File: config.mk
export PLATFORM = sky130hd
export DESIGN_NAME = cft_seq
export DESIGN_NICKNAME = d
export VERILOG_FILES = /design/src/logic/cft_pkg.sv /design/src/logic/cft_seq.sv
export SDC_FILE = /design/constraint.sdc
export NUM_CORES = 1
export LEC_CHECK = 0
export ABC_AREA = 1
export BUFFER_PORTS_ARGS = -buffer_cell sky130_fd_sc_hd__buf_2
export CAP_MARGIN = 20
export CORE_UTILIZATION = 45
export DETAILED_ROUTE_END_ITERATION = 8
export GPL_ROUTABILITY_DRIVEN = 0
export HOLD_SLACK_MARGIN = 0.05
export MAX_ROUTING_LAYER = met4
export PLACE_DENSITY = 0.66
export SETUP_SLACK_MARGIN = 0.1
export SLEW_MARGIN = 0
export SYNTH_ARGS = -nofsm -noshare
export SYNTH_HDL_FRONTEND = slang
export SYNTH_SLANG_ARGS = --single-unit
File: constraint.sdc
create_clock -name clk_in -period 4.9 [get_ports clk_in]
set_clock_uncertainty 0.05 [all_clocks]
set_input_delay 1.225 -clock clk_in [delete_from_list [all_inputs] [get_ports clk_in]]
set_output_delay 1.225 -clock clk_in [all_outputs]
set_load 0.05 [all_outputs]
File: src/logic/cft_pkg.sv
`default_nettype none
package cft_pkg;
  // System clock period in ns.
  localparam int unsigned CLK_PERIOD_NS  = 100;
  // Oscillator periods in one legacy machine cycle.
  localparam logic [3:0]  MCYC_CLKS      = 4'hc;
  // Clocks between fetch slots when paced.
  localparam logic [3:0]  FETCH_DIV      = 4'h3;
  // Fetch slots inside one legacy machine cycle.
  localparam logic [4:0]  SLOTS_PER_MCYC = 5'h4;
  // Address of the first instruction after reset.
  localparam logic [15:0] RESET_PC       = 16'h0000;
  // Machine-cycle count codes from the decoder.
  localparam logic [1:0]  MC_ONE         = 2'h0;
  localparam logic [1:0]  MC_TWO         = 2'h1;
  localparam logic [1:0]  MC_FOUR        = 2'h2;
endpackage : cft_pkg
`default_nettype wire

File: src/logic/cft_seq.sv
`timescale 1ns/1ps
`default_nettype none
// Overview of operation
// RULE1 - Fuse cleared selects fast mode; fuse set selects legacy twelve-clock mode.
// RULE2 - Fast mode fetches one code byte every system clock.
// RULE3 - Next opcode is fetched while the current instruction still executes.
// RULE4 - Instructions are one to three bytes; fast timing equals byte count.
// RULE5 - Fast branches and calls add one cycle; complex ones add more.
// RULE6 - Fast mode from external code memory runs three times slower.
// RULE7 - Legacy mode fetches a byte every third clock.
// RULE8 - Legacy mode runs six two-clock states, twelve clocks per machine cycle.
// RULE9 - Legacy instructions take one, two or four machine cycles.
// RULE10 - Legacy timing ignores whether code is internal or external.
// RULE11 - Taken branch discards the prefetched byte and refetches at the target.
module cft_seq (
  input  wire logic        clk_in,       // System clock.
  input  wire logic        resetn_in,    // Asynchronous reset, active low.
  input  wire logic        en_in,        // Clock enable, freezes all state when low.
  input  wire logic        compat_fuse_in, // Compatibility fuse, high selects legacy mode.
  input  wire logic        code_ext_in,  // Current fetch targets external code memory.
  input  wire logic [7:0]  code_rdata_in, // Code byte at code_addr_out, same cycle.
  input  wire logic [1:0]  dec_len_in,   // Byte count 1..3 of the opcode on code_rdata_in.
  input  wire logic [1:0]  dec_extra_in, // Extra fast-mode cycles of that opcode.
  input  wire logic        dec_branch_in, // That opcode is a branch or call.
  input  wire logic [1:0]  dec_mcyc_in,  // Legacy machine-cycle code of that opcode.
  input  wire logic        taken_in,     // Branch taken, valid one slot before the end.
  input  wire logic [15:0] target_in,    // Branch target, valid with taken_in.
  output logic      [15:0] code_addr_out, // Code fetch address.
  output logic             code_rd_out,  // Code fetch strobe for this cycle.
  output logic      [7:0]  opcode_out,   // Opcode of the executing instruction.
  output logic             start_out,    // Pulse one cycle after an instruction begins.
  output logic             fast_mode_out, // Captured mode, high in fast mode.
  output logic      [2:0]  mstate_out    // Legacy machine-cycle state 0..5.
);
  import cft_pkg::*;

  // Sequencer registers and their next values.
  logic        cap_q;
  logic        fast_q;
  logic [3:0]  ph_q, ph_d;
  logic        tick_q, tick_d;
  logic        rd_q, rd_d;
  logic [15:0] pc_q, pc_d;
  logic [1:0]  need_q, need_d;
  logic        active_q, active_d;
  logic [4:0]  cnt_q, cnt_d;
  logic        br_q, br_d;
  logic [1:0]  len_q, len_d;
  logic [1:0]  xtra_q, xtra_d;
  logic        pf_valid_q, pf_valid_d;
  logic [7:0]  pf_op_q, pf_op_d;
  logic [4:0]  pf_tot_q, pf_tot_d;
  logic [1:0]  pf_len_q, pf_len_d;
  logic [1:0]  pf_xtra_q, pf_xtra_d;
  logic        pf_br_q, pf_br_d;
  logic [7:0]  op_q, op_d;
  logic        start_q;
  logic        cap_op, done, flush, start, run;
  logic [4:0]  dec_tot;

  // Legacy machine cycles expressed in fetch slots.
  function automatic logic [4:0] mcyc_slots(input logic [1:0] code);
    unique case (code)
      MC_ONE:  mcyc_slots = SLOTS_PER_MCYC;
      MC_TWO:  mcyc_slots = 5'(SLOTS_PER_MCYC * 2);
      default: mcyc_slots = 5'(SLOTS_PER_MCYC * 4);
    endcase
  endfunction : mcyc_slots

  // Slot count of the opcode now on the bus, per mode.
  always_comb begin
    if (fast_q) begin
      dec_tot = 5'(dec_len_in) + 5'(dec_extra_in) + 5'(dec_branch_in); // RULE4 RULE5
    end else begin
      dec_tot = mcyc_slots(dec_mcyc_in); // RULE9
    end
  end

  // Mode fuse is caught once, at the first enabled edge after reset release.
  always_ff @(posedge clk_in or negedge resetn_in) begin
    if (!resetn_in) begin
      cap_q  <= 1'b0;
      fast_q <= 1'b0;
    end else if (en_in && !cap_q) begin
      cap_q  <= 1'b1;
      fast_q <= !compat_fuse_in; // RULE1
    end
  end

  // The whole sequencer waits for the captured mode; en_in low also freezes it.
  assign run = en_in && cap_q;

  // Next state of the fetch and execute sequencer.
  always_comb begin
    ph_d       = (ph_q == MCYC_CLKS - 4'h1) ? 4'h0 : ph_q + 4'h1; // RULE8
    // Paced slots every third clock; fast internal code uses every clock.
    tick_d     = (fast_q && !code_ext_in) || (4'(ph_d % FETCH_DIV) == 4'h0); // RULE2 RULE6 RULE7 RULE10
    cap_op     = rd_q && (need_q == 2'h0);
    done       = active_q && tick_q && (cnt_q == 5'h01);
    // A taken branch redirects one slot before its end, so the target opcode is
    // fetched in the final slot and the branch keeps its full decoded slot count.
    // The byte prefetched in the redirect slot is dropped.
    flush      = active_q && tick_q && (cnt_q == 5'h02) && br_q && taken_in;
    start      = tick_q && (!active_q || done) && (pf_valid_q || cap_op) && !flush; // RULE3
    pc_d       = rd_q ? pc_q + 16'h0001 : pc_q;
    need_d     = (rd_q && need_q != 2'h0) ? need_q - 2'h1 : need_q;
    active_d   = active_q && !done;
    cnt_d      = (active_q && tick_q) ? cnt_q - 5'h01 : cnt_q;
    br_d       = br_q;
    len_d      = len_q;
    xtra_d     = xtra_q;
    op_d       = op_q;
    pf_valid_d = pf_valid_q || cap_op;
    pf_op_d    = cap_op ? code_rdata_in : pf_op_q;
    pf_tot_d   = cap_op ? dec_tot : pf_tot_q;
    pf_len_d   = cap_op ? dec_len_in : pf_len_q;
    pf_xtra_d  = cap_op ? dec_extra_in : pf_xtra_q;
    pf_br_d    = cap_op ? dec_branch_in : pf_br_q;
    if (start) begin
      active_d   = 1'b1;
      pf_valid_d = 1'b0;
      cnt_d      = pf_tot_d;
      need_d     = pf_len_d - 2'h1;
      len_d      = pf_len_d;
      xtra_d     = pf_xtra_d;
      br_d       = pf_br_d;
      op_d       = pf_op_d;
    end
    if (flush) begin
      pf_valid_d = 1'b0; // RULE11
      pc_d       = target_in; // RULE11
      need_d     = 2'h0;
    end
    rd_d = tick_d && ((need_d != 2'h0) || !pf_valid_d); // RULE2 RULE3
  end

  // Sequencer state, frozen until the mode is known and while disabled.
  always_ff @(posedge clk_in or negedge resetn_in) begin
    if (!resetn_in) begin
      ph_q       <= 4'h0;
      // Phase zero is a slot, so the slot flag starts high with the phase.
      tick_q     <= 1'b1;
      rd_q       <= 1'b0;
      pc_q       <= RESET_PC;
      need_q     <= 2'h0;
      active_q   <= 1'b0;
      cnt_q      <= 5'h00;
      br_q       <= 1'b0;
      len_q      <= 2'h0;
      xtra_q     <= 2'h0;
      op_q       <= 8'h00;
      pf_valid_q <= 1'b0;
      pf_op_q    <= 8'h00;
      pf_tot_q   <= 5'h00;
      pf_len_q   <= 2'h0;
      pf_xtra_q  <= 2'h0;
      pf_br_q    <= 1'b0;
      start_q    <= 1'b0;
    end else if (run) begin
      ph_q       <= ph_d;
      tick_q     <= tick_d;
      rd_q       <= rd_d;
      pc_q       <= pc_d;
      need_q     <= need_d;
      active_q   <= active_d;
      cnt_q      <= cnt_d;
      br_q       <= br_d;
      len_q      <= len_d;
      xtra_q     <= xtra_d;
      op_q       <= op_d;
      pf_valid_q <= pf_valid_d;
      pf_op_q    <= pf_op_d;
      pf_tot_q   <= pf_tot_d;
      pf_len_q   <= pf_len_d;
      pf_xtra_q  <= pf_xtra_d;
      pf_br_q    <= pf_br_d;
      start_q    <= start;
    end
  end

  // Outputs are the registers themselves; the state index halves the phase.
  assign code_addr_out = pc_q;
  assign code_rd_out   = rd_q;
  assign opcode_out    = op_q;
  assign start_out     = start_q;
  assign fast_mode_out = fast_q;
  assign mstate_out    = ph_q[3:1]; // RULE8

  // Checks below watch the sequencer registers; all are quiet while reset is low.
  // Each one names the rule it guards at the end of its label line.
  // The fuse value at the capture edge decides the mode.
  chk_fuse_mode_pick: assert property (@(posedge clk_in) disable iff (!resetn_in) // RULE1
    $rose(cap_q) |-> (fast_q == !$past(compat_fuse_in)))
    else $error("mode does not follow fuse");

  // Internal fast code: operand fetches run on consecutive clocks.
  chk_fast_byte_rate: assert property (@(posedge clk_in) disable iff (!resetn_in) // RULE2
    (run && fast_q && !code_ext_in && rd_q && need_q == 2'h2 && !flush) |=> rd_q)
    else $error("fast mode skipped a fetch clock");

  // A last operand fetch is followed by the next opcode fetch while executing.
  chk_pipe_overlap: assert property (@(posedge clk_in) disable iff (!resetn_in) // RULE3
    (run && rd_q && need_q == 2'h1 && fast_q && !code_ext_in && !flush) |=> rd_q && need_q == 2'h0)
    else $error("next opcode not prefetched");

  // Plain fast instructions last exactly their byte count.
  chk_fast_len_time: assert property (@(posedge clk_in) disable iff (!resetn_in) // RULE4
    (start_q && fast_q && !br_q && xtra_q == 2'h0) |-> (cnt_q == 5'(len_q) && len_q != 2'h0))
    else $error("fast instruction time differs from length");

  // Branches take one slot beyond length plus extras.
  chk_branch_extra: assert property (@(posedge clk_in) disable iff (!resetn_in) // RULE5
    (start_q && fast_q && br_q) |-> (cnt_q == 5'(len_q) + 5'(xtra_q) + 5'h01))
    else $error("branch cycle count wrong");

  // External fast code is paced to every third clock.
  chk_ext_pacing: assert property (@(posedge clk_in) disable iff (!resetn_in) // RULE6
    (fast_q && $past(run) && $past(code_ext_in) && rd_q) |-> (4'(ph_q % FETCH_DIV) == 4'h0))
    else $error("external fetch not paced by three");

  // Legacy fetch slots fall only on every third phase, regardless of memory.
  chk_compat_slots: assert property (@(posedge clk_in) disable iff (!resetn_in) // RULE7 RULE10
    (cap_q && !fast_q) |-> (tick_q == (4'(ph_q % FETCH_DIV) == 4'h0)))
    else $error("legacy fetch slot misplaced");

  // The machine-cycle phase wraps after twelve clocks.
  chk_mcyc_wrap: assert property (@(posedge clk_in) disable iff (!resetn_in) // RULE8
    (run && ph_q == 4'hb) |=> (ph_q == 4'h0 && mstate_out == 3'h0))
    else $error("machine cycle not twelve clocks");

  // Legacy instructions last one, two or four machine cycles.
  chk_compat_mcyc: assert property (@(posedge clk_in) disable iff (!resetn_in) // RULE9
    (start_q && !fast_q) |-> (cnt_q == 5'h04 || cnt_q == 5'h08 || cnt_q == 5'h10))
    else $error("legacy cycle count illegal");

  // A taken branch refetches at the target with no prefetch kept.
  chk_flush_target: assert property (@(posedge clk_in) disable iff (!resetn_in) // RULE11
    (run && flush) |=> (pc_q == $past(target_in) && !pf_valid_q && active_q && cnt_q == 5'h01))
    else $error("taken branch did not redirect");

  // A fetch strobe only ever stands in a fetch slot.
  chk_fetch_on_slot: assert property (@(posedge clk_in) disable iff (!resetn_in) // RULE2 RULE7
    (cap_q && rd_q) |-> tick_q)
    else $error("fetch outside a slot");

  // The phase counter never leaves the twelve-clock range.
  chk_phase_range: assert property (@(posedge clk_in) disable iff (!resetn_in) // RULE8
    cap_q |-> (ph_q < MCYC_CLKS))
    else $error("phase out of range");

  // Only six machine states exist.
  chk_state_range: assert property (@(posedge clk_in) disable iff (!resetn_in) // RULE8
    (mstate_out <= 3'h5))
    else $error("machine state out of range");

  // Once captured the mode cannot change until the next reset.
  chk_mode_fixed: assert property (@(posedge clk_in) disable iff (!resetn_in) // RULE1
    (cap_q && $past(cap_q)) |-> $stable(fast_q))
    else $error("mode changed after capture");

  // Nothing is fetched or started before the mode is known.
  chk_idle_before_mode: assert property (@(posedge clk_in) disable iff (!resetn_in) // RULE1
    !cap_q |-> (pc_q == RESET_PC && !rd_q && !start_q))
    else $error("activity before mode capture");

  // A held prefetch with no operand due stops further fetches.
  chk_hold_prefetch: assert property (@(posedge clk_in) disable iff (!resetn_in) // RULE3
    (run && pf_valid_q && need_q == 2'h0 && !start && !flush) |=> !rd_q)
    else $error("fetch while prefetch held");

  // An executing instruction always has slots left.
  chk_count_live: assert property (@(posedge clk_in) disable iff (!resetn_in) // RULE4
    active_q |-> (cnt_q != 5'h00))
    else $error("active with empty count");

  // A start pulse always belongs to an executing instruction.
  chk_start_active: assert property (@(posedge clk_in) disable iff (!resetn_in) // RULE3
    start_q |-> active_q)
    else $error("start without execution");

  // With the clock enable low the address and phase stand still.
  chk_freeze_hold: assert property (@(posedge clk_in) disable iff (!resetn_in) // RULE8
    (cap_q && !en_in) |=> ($stable(pc_q) && $stable(ph_q)))
    else $error("state moved while disabled");

  // Every fetch advances the address by one byte unless redirected.
  chk_addr_step: assert property (@(posedge clk_in) disable iff (!resetn_in) // RULE2
    (run && rd_q && !flush) |=> (pc_q == $past(pc_q) + 16'h0001))
    else $error("fetch address did not step");

  // An instruction that ends with nothing ready leaves the core idle.
  chk_done_retire: assert property (@(posedge clk_in) disable iff (!resetn_in) // RULE4
    (run && done && !start) |=> !active_q)
    else $error("finished instruction still active");

  // Each slot of an executing instruction takes one from its count.
  chk_count_step: assert property (@(posedge clk_in) disable iff (!resetn_in) // RULE4
    (run && active_q && tick_q && !done) |=> (cnt_q == $past(cnt_q) - 5'h01))
    else $error("slot count did not step");

endmodule : cft_seq
`default_nettype wire

**Word-level counts from Yosys, hierarchy flattened**

Cells that the tools add are included.

- $add $sub $neg: 7
- Multipliers: 0
- Divide/modulo/power cells: 1
- Magnitude comparators: 0
- Equal/unequal tests: 4
- Shifts and indexed selects: 0
- Mux-type cells: 17
- Bitwise operators: 0
- Reduce and logical (&&, ||, !) cells: 36

Operators with widths:

| kind | count |
|---|---|
| 2-to-1 mux 16 bit | 2 |
| 2-to-1 mux 5 bit | 4 |
| adder 16 x 1 -> 16 bit, second input constant | 1 |
| logical AND 1 bit | 15 |
| case mux 5 bit (2 select lines) | 1 |
| 2-to-1 mux 2 bit | 4 |
| 2-to-1 mux 8 bit | 1 |
| nonzero test 2 bit | 4 |
| zero test 1 bit | 7 |
| AND reduction 2 bit | 3 |
| == test 5 x 1 -> 1 bit, second input constant | 1 |
| == test 5 x 2 -> 1 bit, second input constant | 1 |
| subtractor 5 x 1 -> 5 bit, second input constant | 1 |
| adder 3 x 1 -> 4 bit | 1 |
| adder 4 x 1 -> 4 bit, second input constant | 1 |
| == test 4 bit, second input constant | 1 |
| zero test 2 bit | 2 |
| zero test 4 bit | 1 |
| logical OR 1 bit | 4 |
| modulo 4 x 2 -> 4 bit, second input constant | 1 |
| 2-to-1 mux 1 bit | 4 |
| 2-to-1 mux 4 bit | 1 |
| subtractor 2 x 1 -> 2 bit, second input constant | 2 |
| adder 2 x 2 -> 3 bit | 1 |
| == test 2 x 1 -> 1 bit, second input constant | 1 |

- Bits in registers: 59
- Latch bits: 0
- Bits in writable memories: 0
- Memory bits (read-only): 0
- Input bits: 37
- Output and inout port bits: 30
- Memories: 0

**Logic depth before layout (Yosys ltp)**

Gate-level depths: netlist of run 1.

- Depth after elaboration: 11
- Depth in mapped cells: 23

**Worst setup path before layout of run 1**

No wires, ideal clock.

- Path type: flip-flop to flip-flop
- Start: reg ph_q[0]
- End: reg rd_q (netlist: code_rd_out)
- Library setup time: 119 ps
- Arrival: 2512 ps
- Data required time: 4731 ps
- Slack: 2220 ps
- Cell stages (with the launch flop): 22
- Buffers on the path: 0
- Cells stage by stage: dfrtp_1 -> ha_1 -> nand2_1 -> nor2_1 -> nor2_4 -> nand2_2 -> inv_1 -> ha_1 -> inv_1 -> ha_1 -> nand2_1 -> nand3_1 -> nand2_1 -> ha_1 -> a21oi_1 -> nand2_2 -> nor2_1 -> nor2_1 -> nand2_1 -> nand2_1 -> nand3_1 -> nand2_1

- Longest elaborated chain between the ends: 6
- Elaborated cells on any way between the ends: 7

Ends and longest elaborated chain:

| element | line | source |
|---|---|---|
| start, declared | cft_seq.sv:40 | `logic [3:0] ph_q, ph_d;` |
| start signal, assigned | cft_seq.sv:160 | `ph_q <= ph_d;` |
| adder 4 x 1 -> 4 bit / == test 4 bit (equally long branches) | cft_seq.sv:95 | `ph_d = (ph_q == MCYC_CLKS - 4'h1) ? 4'h0 : ph_q + 4'h1;` |
| 2-to-1 mux 4 bit (*) | cft_seq.sv:95 |  |
| modulo 4 x 2 -> 4 bit (*) | cft_seq.sv:97 | `tick_d = (fast_q && !code_ext_in) \|\| (4'(ph_d % FETCH_DIV) == 4'h0);` |
| zero test 4 bit (*) | cft_seq.sv:97 |  |
| logical OR 1 bit (*) | cft_seq.sv:97 |  |
| logical AND 1 bit (*) | cft_seq.sv:134 | `rd_d = tick_d && ((need_d != 2'h0) \|\| !pf_valid_d);` |
| end signal, assigned | cft_seq.sv:162 | `rd_q <= rd_d;` |
| end, declared | cft_seq.sv:42 | `logic rd_q, rd_d;` |

Every way passes the cells marked *; elsewhere a longest branch is shown, timed or not.
A chain may end at the register's enable or synchronous reset.

**Worst setup path after layout of run 1**

- Start: reg ph_q[0]
- End: reg tick_q

- Longest elaborated chain between the ends: 5
- Elaborated cells on any way between the ends: 6

Ends and longest elaborated chain:

| element | line | source |
|---|---|---|
| adder 4 x 1 -> 4 bit / == test 4 bit (equally long branches) | cft_seq.sv:95 |  |
| 2-to-1 mux 4 bit (*) | cft_seq.sv:95 |  |
| modulo 4 x 2 -> 4 bit (*) | cft_seq.sv:97 |  |
| zero test 4 bit (*) | cft_seq.sv:97 |  |
| logical OR 1 bit (*) | cft_seq.sv:97 |  |
| end signal, assigned | cft_seq.sv:161 | `tick_q <= tick_d;` |
| end, declared | cft_seq.sv:41 | `logic tick_q, tick_d;` |

Marks and branches as above.

==> out/results.txt, run 1 <==
Run status -> finished, final reports clean
Post-synth top area share -> 41.6%
Syn_nets -> 499
Reg clk slew, reported paths -> 0.08 ns
Final Hold Fails -> 0
First-pass GRT wire length -> 13700 µm
Post-Syn Instances -> 450
Min-Delay Startpoint -> opcode_out[5]
Relative slew slack -> 52.3%
Final setup fails -> 0
PwrDens -> 585 nW/µm²
Hold slack -> 0.419 ns
Overflow after GRT -> 0
Commonest cells post-synth -> nand2_1, dfrtp_1, o21ai_0
First-pass DRT Iterations -> 4
Die Ht -> 90.1 µm
Pin count of the biggest net entering global routing -> 35
Post-layout min period -> 3.05 ns
Hold EP -> opcode_out[5]
Count leader, synth -> nand2_1
Setup TNS -> 0 ns
Starting DRC count in detailed routing -> 110
Top area cells in the synthesized netlist -> dfrtp_1, nand2_1, o21ai_0
Number of distinct library cells after synthesis -> 38
Clock Latency Late Sink -> 0.35 ns
GRT Total Usage -> 21.6%
Leak -> 2.08 nW
Worst Setup End Kind -> flip-flop
Final Power -> 2.38 mW
Vias in the first global route -> 2966
Post-cts hold buffer count -> 0
End of the worst register-to-register path -> tick_q
Initial antenna violation count -> 0
Asr flop ratio synth -> 100%
Max FO, Critical Path -> 7
Post-synth EDFFs -> 0
Final slew viol count -> 0
Maximum Capacitance Violations -> 0
Synth Area per Inst -> 7.76 µm²
CP arrival -> 3.28 ns
Post-DP HPWL -> 5520 µm
Post-route setup slack -> 1.85 ns
Startpoint types -> flip-flop
Final Cell Area -> 4070 µm²
Worst slack, placed -> 1.82 ns
N_diodes -> 0
Nets@finish -> 561
Synth area leader -> dfrtp_1
Die ar. -> 8110 µm²
R2r worst-path depth -> 22
Deepest clock path buffer count -> 2
Clock H-tree levels -> 3
Post-CTS setup buffer count -> 0
Core area -> 7370 µm²
Mean routed wirelength per cell -> 12.7 µm
Chip width -> 90.1 µm
Layout area overhead -> 16.6%
Area after DPL -> 3870 µm²
Min-Delay Path Class -> flip-flop to flip-flop
Core Rows -> 31
Ports -> 67
FMAX -> 0.328 GHz
Worst-Margin Slew -> 0.716 ns
Ys flop type -> dfrtp_1
PostCTS Resize Cnt -> 0
Reg2reg start -> ph_q[0]
Vias per cell -> 5.03
Buffers on Ports -> 66
FF+latch count, synth -> 59
Fraction of layout cells with a size suffix above 1 -> 22.6%
Worst ir drop on vdd -> 0.000333 V
Worst reg2reg setup slack -> 1.85 ns
Kind of critical path -> flip-flop to flip-flop
Final WL -> 7850 µm
DRC -> 0
Num CTS Buffers -> 9
Part of the cycle the worst path needs -> 62.2%
Mapped Area -> 3490 µm²
Total vias in the final route -> 3099
Clk sink count -> 59
Synth warn -> 0
Unrepaired setup endpoints after global routing -> no
Initial Util -> 47.4%
Hold depth -> 2
Post-synthesis sequential area ratio -> 42.3%
Root Driver -> clkbuf_8
Req. time, crit path -> 5.13 ns
CTS tree -> done
Routed Antenna Nets -> 0
where the power goes:
part	leakage (nW)	total (mW)	internal, mW	switching, mW
sequential	0.756	0.773	0.651	0.122
combinational	1.22	1.15	0.377	0.772
clock	0.0998	0.459	0.238	0.221
total	2.08	2.38	1.27	1.11
registers in the layout, summed over array words and instances, names as in the netlist:
name,cells
br_q,1
active_q,1
pf_tot_q,5
cap_q,1
pf_op_q,8
pf_valid_q,1
need_q,2
code_rd_out,1
pf_len_q,2
code_addr_out,16
ph_q,4
opcode_out,8
fast_mode_out,1
tick_q,1
start_out,1
pf_br_q,1
cnt_q,5
logic make-up after synthesis:
logic type	share of synthesized area, %
multiplexers	0.573
XOR/XNOR	2.01
flip-flops	42.3
AO/OA/AOI/OAI	17.2
adder cells (fa/ha/maj)	4.73
AND/OR/NAND/NOR	24.3
buffers and inverters	8.78
worst max-delay path, stage by stage (launching register included):
cell     delay, ns
dfrtp_1       0.45
ha_1          0.24
nand2_1       0.08
nor2_1        0.22
nor2_4        0.08
nand2_2       0.10
inv_1         0.05
ha_1          0.17
inv_1         0.05
ha_1          0.26
nand2_1       0.14
nand3_1       0.10
nand2_1       0.08
ha_1          0.21
a21oi_1       0.15
nand2_2       0.07
nand2_1       0.05
nand2_1       0.04
nor2_1        0.08
nand2_1       0.06
nand2_1       0.09
nand2_1       0.07
o21ai_2       0.07
per-layer routing:
metal | GRT usage, % | up-vias | routed length (µm)
li1 | - | 1585 | -
met1 | 26.7 | 1430 | 3690
met2 | 34.2 | 67 | 3680
met3 | 4.40 | 17 | 308
met4 | 9.41 | 0 | 173
met5 | - | - | 0
layout make-up:
type                            instances  area (µm²)
Clock buffer                            9         124
Fill cell                             715        3300
Clock inverter                          7        77.6
Multi-Input combinational cell        318        1710
Timing Repair Buffer                   68         345
Inverter                               56         215
Sequential cell                        59        1480
Tap cell                               99         124
worst max path at each step:
stage | endpoint | slack, ns | startpoint | cells past startpoint
2_1_floorplan | code_rd_out | 2.22 | ph_q[0] | 21
3_3_place_gp | opcode_out[5] | 1.82 | taken_in | 11
3_5_place_dp | opcode_out[7] | 1.82 | taken_in | 11
4_1_cts | code_rd_out | 1.85 | ph_q[0] | 22
5_1_grt | code_rd_out | 1.56 | ph_q[0] | 22
6_report | tick_q | 1.85 | ph_q[0] | 22
through the flow:
step / utilization [%] / instances
final: 55.2 / 616
after global routing: 55.2 / 616
after CTS: 55.2 / 616
after detailed placement: 52.5 / 600
after global placement: 52.5 / 600
after floorplan: - / 450
cell usage in the layout, fill, tap and decap left out, types with 4 or more instances in the layout:
cell type	instances
clkbuf_8	9
o21ai_1	6
xor2_1	5
a2bb2oi_1	5
ha_1	10
a21oi_1	15
inv_1	47
nand3_1	27
o211ai_1	4
nor2_2	4
clkinv_4	4
o21ai_0	56
nor2_1	21
inv_2	7
dfrtp_1	58
nand2_2	5
buf_2	66
nand2_1	124
a31oi_1	4
(Power assumes the default switching activity.)
==> run 2: changes to the inputs <==
clock period = 3.2 ns   (was 4.9 ns; I/O delays follow)
==> run 2 against run 1 <==
Effect of this change: worst hold slack got worse by 0.0081 ns; wire length rose by 1.2%; sequential power rose by 53%; via count rose by 2.2%; cell count rose by 0.32%; first-iteration DRC count rose by 21%; non-clock buffer count rose by 2; sequential cell count did not move; critical path type unchanged; highest routed layer unchanged.
==> out/results.txt, run 2 (synthesized netlist as in run 1, its figures left out) <==
Run status -> finished, final reports clean
Final WL -> 7940 µm (+1.2%)
Req. time, crit path -> 3.38 ns (-1.75 ns)
Worst reg2reg setup slack -> 0.37 ns (-1.48 ns)
Fill cells -> 728 (+1.8%)
Final setup fails -> 0 (unchanged)
CTS tree -> done
Final slew viol count -> 0 (unchanged)
Root Driver -> clkbuf_8
Overflow after GRT -> 0 (unchanged)
Worst path slowest cell -> dfrtp_2
Part of the cycle the worst path needs -> 88.4% (+26 points)
Fraction of power spent switching nets -> 47.7% (+0.86 points)
Deepest clock path buffer count -> 2 (unchanged)
Vias per cell -> 5.12 (+1.9%)
Worst slack, placed -> 0.195 ns (-1.63 ns)
GRT Total Usage -> 21.6% (+0.024 points)
Routed Antenna Nets -> 0 (unchanged)
Chip width -> 90.1 µm (unchanged)
Clock H-tree levels -> 3 (unchanged)
First-pass DRT Iterations -> 4 (unchanged)
Reg clk slew, reported paths -> 0.07 ns (about the same)
End of the worst register-to-register path -> code_rd_out
Post-layout min period -> 2.83 ns (-0.220 ns)
Relative slew slack -> 66.3% (+14 points)
Mean routed wirelength per cell -> 12.9 µm (+0.84%)
Die ar. -> 8110 µm² (unchanged)
Worst ir drop on vdd -> 0.000454 V (+37%)
Hold slack -> 0.411 ns (-0.00808 ns)
Kind of critical path -> flip-flop to flip-flop
R2r worst-path depth -> 21 (-4.5%)
Clk sink count -> 59 (unchanged)
Fraction of layout cells with a size suffix above 1 -> 24.1% (+1.5 points)
Leak -> 2.07 nW (-0.32%)
Buf+Inv Stages, Crit Path -> 2 (unchanged)
Initial antenna violation count -> 0 (unchanged)
Max FO, Critical Path -> 7 (unchanged)
Buffers on Ports -> 66 (unchanged)
Clock Latency Late Sink -> 0.34 ns (about the same)
Nets@finish -> 563 (+0.36%)
Pin count of the biggest net entering global routing -> 60 (+71%)
Post-DP HPWL -> 5580 µm (+1.0%)
Flop pwr share -> 32.6% (about the same)
Core area -> 7370 µm² (unchanged)
Starting DRC count in detailed routing -> 133 (+21%)
FMAX -> 0.353 GHz (+7.8%)
Max incr delay on CP -> 0.42 ns (-0.03 ns)
Num CTS Buffers -> 9 (unchanged)
Combinational group share of total power -> 51.0% (+2.7 points)
Core Rows -> 31 (unchanged)
Total vias in the final route -> 3167 (+2.2%)
Area after DPL -> 3900 µm² (+0.71%)
Worst-Margin Slew -> 0.504 ns (-0.211 ns)
Final Cell Area -> 4090 µm² (+0.55%)
Top cell family by delay on the critical path -> simple AND/OR/NAND/NOR gates
Unrepaired setup endpoints after global routing -> no
Most frequent cells in the layout -> nand2_1, buf_2, o21ai_0, dfrtp_1, inv_1
PwrDens -> 885 nW/µm² (+51%)
Final Hold Fails -> 0 (unchanged)
N_diodes -> 0 (unchanged)
DRC -> 0 (unchanged)
Setup TNS -> 0 ns (unchanged)
Most common cell after layout, fill and taps aside -> nand2_1
Worst Setup End Kind -> flip-flop
Post-route setup slack -> 0.370 ns (-1.48 ns)
Startpoint types -> flip-flop
Initial Util -> 47.4% (unchanged)
Layout area overhead -> 17.2%
Reg2reg start -> ph_q[0]
Vias in the first global route -> 2968 (+0.067%)
CP dominant cell by count -> nand2_1
Min-Delay Path Class -> primary input to asynchronous set/reset pin
Internal Power -> 1.89 mW (+50%)
Clock Power Share -> 16.4% (-2.9 points)
Die Ht -> 90.1 µm (unchanged)
Maximum Capacitance Violations -> 0 (unchanged)
Switching Power -> 1.73 mW (+55%)
CP arrival -> 3.01 ns (-0.27 ns)
Max reg flops -> 16 (unchanged)
First-pass GRT wire length -> 13800 µm (+0.96%)
Ports -> 67 (unchanged)
Post-CTS setup buffer count -> 0 (unchanged)
Cell Chain, Critical Path -> ha_1 > nand2_1 > nor2_2 > nor2_4 > nand2_2 > inv_1 > ha_1 > inv_1 > ha_4 > nand2_2 > nand3_1 > nand2_1 > ha_2 > a21oi_1 > nand2_2 > nor2_1 > nor2_1 > nand2_1 > nand2_1 > nand3_1 > nand2_1
-- run 2: cell types whose count changed in the layout (fill, tap and decap cells not counted), sizes merged --
cell	previous run	this run
buf	68	70
clkbuf	9	10
bufinv	1	0
clkinvlp	1	2
inv	55	54
-- run 2: power by group through the flow --
stage               registers (mW)  logic [mW]  clock network, mW
floorplan                     1.40        1.21                  0
global placement              1.18        1.71                  0
detailed placement            1.19        1.78                  0
CTS                           1.18        1.79              0.609
global route                  1.22        2.07              0.640
finish                        1.18        1.85              0.593
-- run 2: cell type report --
class                   count  area [µm²]  share of cell area [%]
clock buffers              10         128                    3.12
flip-flops and latches     59        1480                    36.2
multi-input cells         318        1730                    42.3
clock inverters             6        42.5                    1.04
well taps                  99         124                    3.03
repair buffers             70         373                    9.11
inverters                  56         215                    5.26
-- run 2: per-stage QoR --
stage	util, %	power, mW	instances
5_1_grt	55.5	3.93	618
6_report	55.5	3.62	618
3_3_place_gp	52.9	2.89	602
4_1_cts	55.2	3.58	618
3_5_place_dp	52.9	2.97	602
2_1_floorplan	-	2.61	450
-- run 2: worst max-delay path by stage --
stage          startpoint     endpoint  slack, ns  cells after the start
2_1_floorplan     ph_q[0]  code_rd_out       0.52                     21
3_3_place_gp      ph_q[0]  code_rd_out       0.41                     22
3_5_place_dp      ph_q[0]  code_rd_out       0.20                     22
4_1_cts           ph_q[0]  code_rd_out       0.16                     22
5_1_grt           ph_q[1]  code_rd_out       0.12                     22
6_report          ph_q[0]  code_rd_out       0.37                     21
-- run 2: timing repair --
action / 4_1_cts / 5_1_grt
hold buffers: 0 / 0
gates resized for setup: 0 / 8
endpoints found under the setup margin: 0 / 2
-- run 2: worst register-to-register path, delay by kind of cell, from the launching register on --
family                     cells  cell delay (ns)
DFF                            1             0.42
buffers and inverters          2             0.14
and+or+nand+nor               14             1.20
adders and majority gates      4             0.75
AOI/OAI and AO/OA              1             0.16
-- run 2: per-layer routing --
layer  wire length, µm  up-vias  track usage, %
met5                 0        -               -
met4               157        0            9.14
met3               348       15            3.47
met2              3800       79            35.3
met1              3630     1487            26.6
li1                  -     1586               -
==> run 3: changes to the inputs <==
PLACE_DENSITY = 0.67   (was 0.66)
==> run 3 against run 2 <==
Effect of this change: clock-buffer cell count is 1 higher; sequential power hardly changed; non-clock buffer count is 1 higher; power is 2.5% higher; worst hold slack better by 0.0080 ns; via count is 0.16% higher; worst setup slack better by 0.039 ns.
==> out/results.txt, run 3 (synthesized netlist as in run 1, its figures left out) <==
Run status -> finished, final reports clean
Buffers on Ports -> 66 (unchanged)
Kind of critical path -> flip-flop to flip-flop
CP arrival -> 2.98 ns (-0.03 ns)
Reg clk slew, reported paths -> 0.07 ns (about the same)
Worst Setup End Kind -> flip-flop
Most common cell after layout, fill and taps aside -> nand2_1
Fill cells -> 706 (-3.0%)
Core Rows -> 31 (unchanged)
Ports -> 67 (unchanged)
Clock H-tree levels -> 3 (unchanged)
Total vias in the final route -> 3172 (+0.16%)
Layout area overhead -> 18.5%
Vias in the first global route -> 3072 (+3.5%)
Final setup fails -> 0 (unchanged)
Die ar. -> 8110 µm² (unchanged)
N_diodes -> 0 (unchanged)
Final Hold Fails -> 0 (unchanged)
Final Cell Area -> 4140 µm² (+1.1%)
Most frequent cells in the layout -> nand2_1, buf_2, o21ai_0, dfrtp_1, inv_1
First-pass GRT wire length -> 14200 µm (+2.4%)
Met2 usage -> 35.5% (+0.19 points)
Clk sink count -> 59 (unchanged)
Fraction of layout cells with a size suffix above 1 -> 24.2% (+0.15 points)
Post-DP HPWL -> 5740 µm (+2.8%)
Routed Antenna Nets -> 0 (unchanged)
GR Util met3 -> 3.05% (-0.42 points)
Final WL -> 8010 µm (+0.79%)
Pin count of the biggest net entering global routing -> 35 (-42%)
Nets@finish -> 564 (+0.18%)
Unrepaired setup endpoints after global routing -> no
Post-layout min period -> 2.79 ns (-0.0387 ns)
Die Ht -> 90.1 µm (unchanged)
Overflow after GRT -> 0 (unchanged)
GRT Total Usage -> 22.3% (+0.69 points)
FMAX -> 0.358 GHz (+1.4%)
Cell Chain, Critical Path -> ha_1 > inv_1 > nand2_1 > nand2_2 > nor2_4 > nand2_2 > inv_1 > ha_1 > inv_1 > ha_2 > nand2_1 > nand3_1 > nand2_1 > ha_1 > a21oi_2 > nand2_2 > nor2_1 > nor2_1 > nand2_1 > nand2_1 > nand3_1 > nand2_1
Deepest clock path buffer count -> 2 (unchanged)
Worst path slowest cell -> dfrtp_2
Core area -> 7370 µm² (unchanged)
DRC -> 0 (unchanged)
Max incr delay on CP -> 0.44 ns (+0.02 ns)
GR Util met1 -> 28.1% (+1.5 points)
Startpoint types -> flip-flop
Chip width -> 90.1 µm (unchanged)
Min-Delay Path Class -> primary input to asynchronous set/reset pin
Vias per cell -> 5.12 (about the same)
PostCTS Resize Cnt -> 0 (unchanged)
Top cell family by delay on the critical path -> simple AND/OR/NAND/NOR gates
Leak -> 2.09 nW (+1.1%)
CP dominant cell by count -> nand2_1
CTS tree -> done
Buf+Inv Stages, Crit Path -> 3 (+1)
Reg2reg start -> ph_q[1]
Mean routed wirelength per cell -> 12.9 µm (+0.63%)
Clock Latency Late Sink -> 0.35 ns (about the same)
R2r worst-path depth -> 22 (+4.8%)
Post-cts hold buffer count -> 0 (unchanged)
Num CTS Buffers -> 9 (unchanged)
Initial antenna violation count -> 0 (unchanged)
Starting DRC count in detailed routing -> 125 (-6.0%)
Max FO, Critical Path -> 6 (-1)
Busiest layer in global routing -> met2
PwrDens -> 898 nW/µm² (+1.5%)
Post-CTS setup buffer count -> 0 (unchanged)
Initial Util -> 47.4% (unchanged)
End of the worst register-to-register path -> code_rd_out
Root Driver -> clkbuf_8
Worst reg2reg setup slack -> 0.41 ns (+0.04 ns)
Req. time, crit path -> 3.39 ns (about the same)
Maximum Capacitance Violations -> 0 (unchanged)
Relative slew slack -> 57.9% (-8.4 points)
Worst-Margin Slew -> 0.631 ns (+0.127 ns)
Area after DPL -> 3900 µm² (+0.19%)
Setup TNS -> 0 ns (unchanged)
First-pass DRT Iterations -> 4 (unchanged)
Part of the cycle the worst path needs -> 87.2% (-1.2 points)
Max reg flops -> 16 (unchanged)
Final slew viol count -> 0 (unchanged)
Worst ir drop on vdd -> 0.000488 V (+7.5%)
## run 3: routing by layer
metal  vias to the layer above  wire, µm
li1                       1591         -
met1                      1497      3630
met2                        67      3880
met3                        17       313
met4                         0       175
met5                         -         0
## run 3: worst max path at each step
stage            start           to  slack [ns]  cells past startpoint
2_1_floorplan  ph_q[0]  code_rd_out        0.52                     21
3_3_place_gp   ph_q[0]  code_rd_out        0.40                     22
3_5_place_dp   ph_q[0]  code_rd_out        0.21                     21
4_1_cts        ph_q[0]  code_rd_out        0.19                     21
5_1_grt        ph_q[1]  code_rd_out        0.11                     22
6_report       ph_q[1]  code_rd_out        0.41                     22
## run 3: metrics by stage
| stage | std cells | total power [mW] | setup WS (ns) | util [%] | hold WS (ns) |
|---|---|---|---|---|---|
| finish | 619 | 3.71 | 0.409 | 56.1 | 0.419 |
| global route | 619 | 4.05 | 0.113 | 56.1 | 0.445 |
| CTS | 619 | 3.70 | 0.191 | 55.9 | 0.426 |
| detailed placement | 603 | 2.96 | 0.208 | 53.0 | 0.407 |
| global placement | 603 | 2.89 | 0.405 | 53.0 | 0.403 |
| floorplan | 450 | 2.61 | 0.520 | - | 0.397 |
## run 3: power breakdown
part / switching, mW / total [mW] / internal, mW / leakage [nW]
clock: 0.314 / 0.717 / 0.403 / 0.0978
combinational: 1.21 / 1.81 / 0.597 / 1.24
sequential: 0.186 / 1.19 / 0.999 / 0.754
## run 3: final cells by class
type / instances / area, µm² / area share, %
tap: 99 / 124 / 2.99
sequential: 59 / 1480 / 35.8
multi-input combinational: 318 / 1720 / 41.7
timing repair buffer: 71 / 380 / 9.20
clock buffer: 11 / 151 / 3.66
clock inverter: 5 / 61.3 / 1.48
inverter: 56 / 215 / 5.20
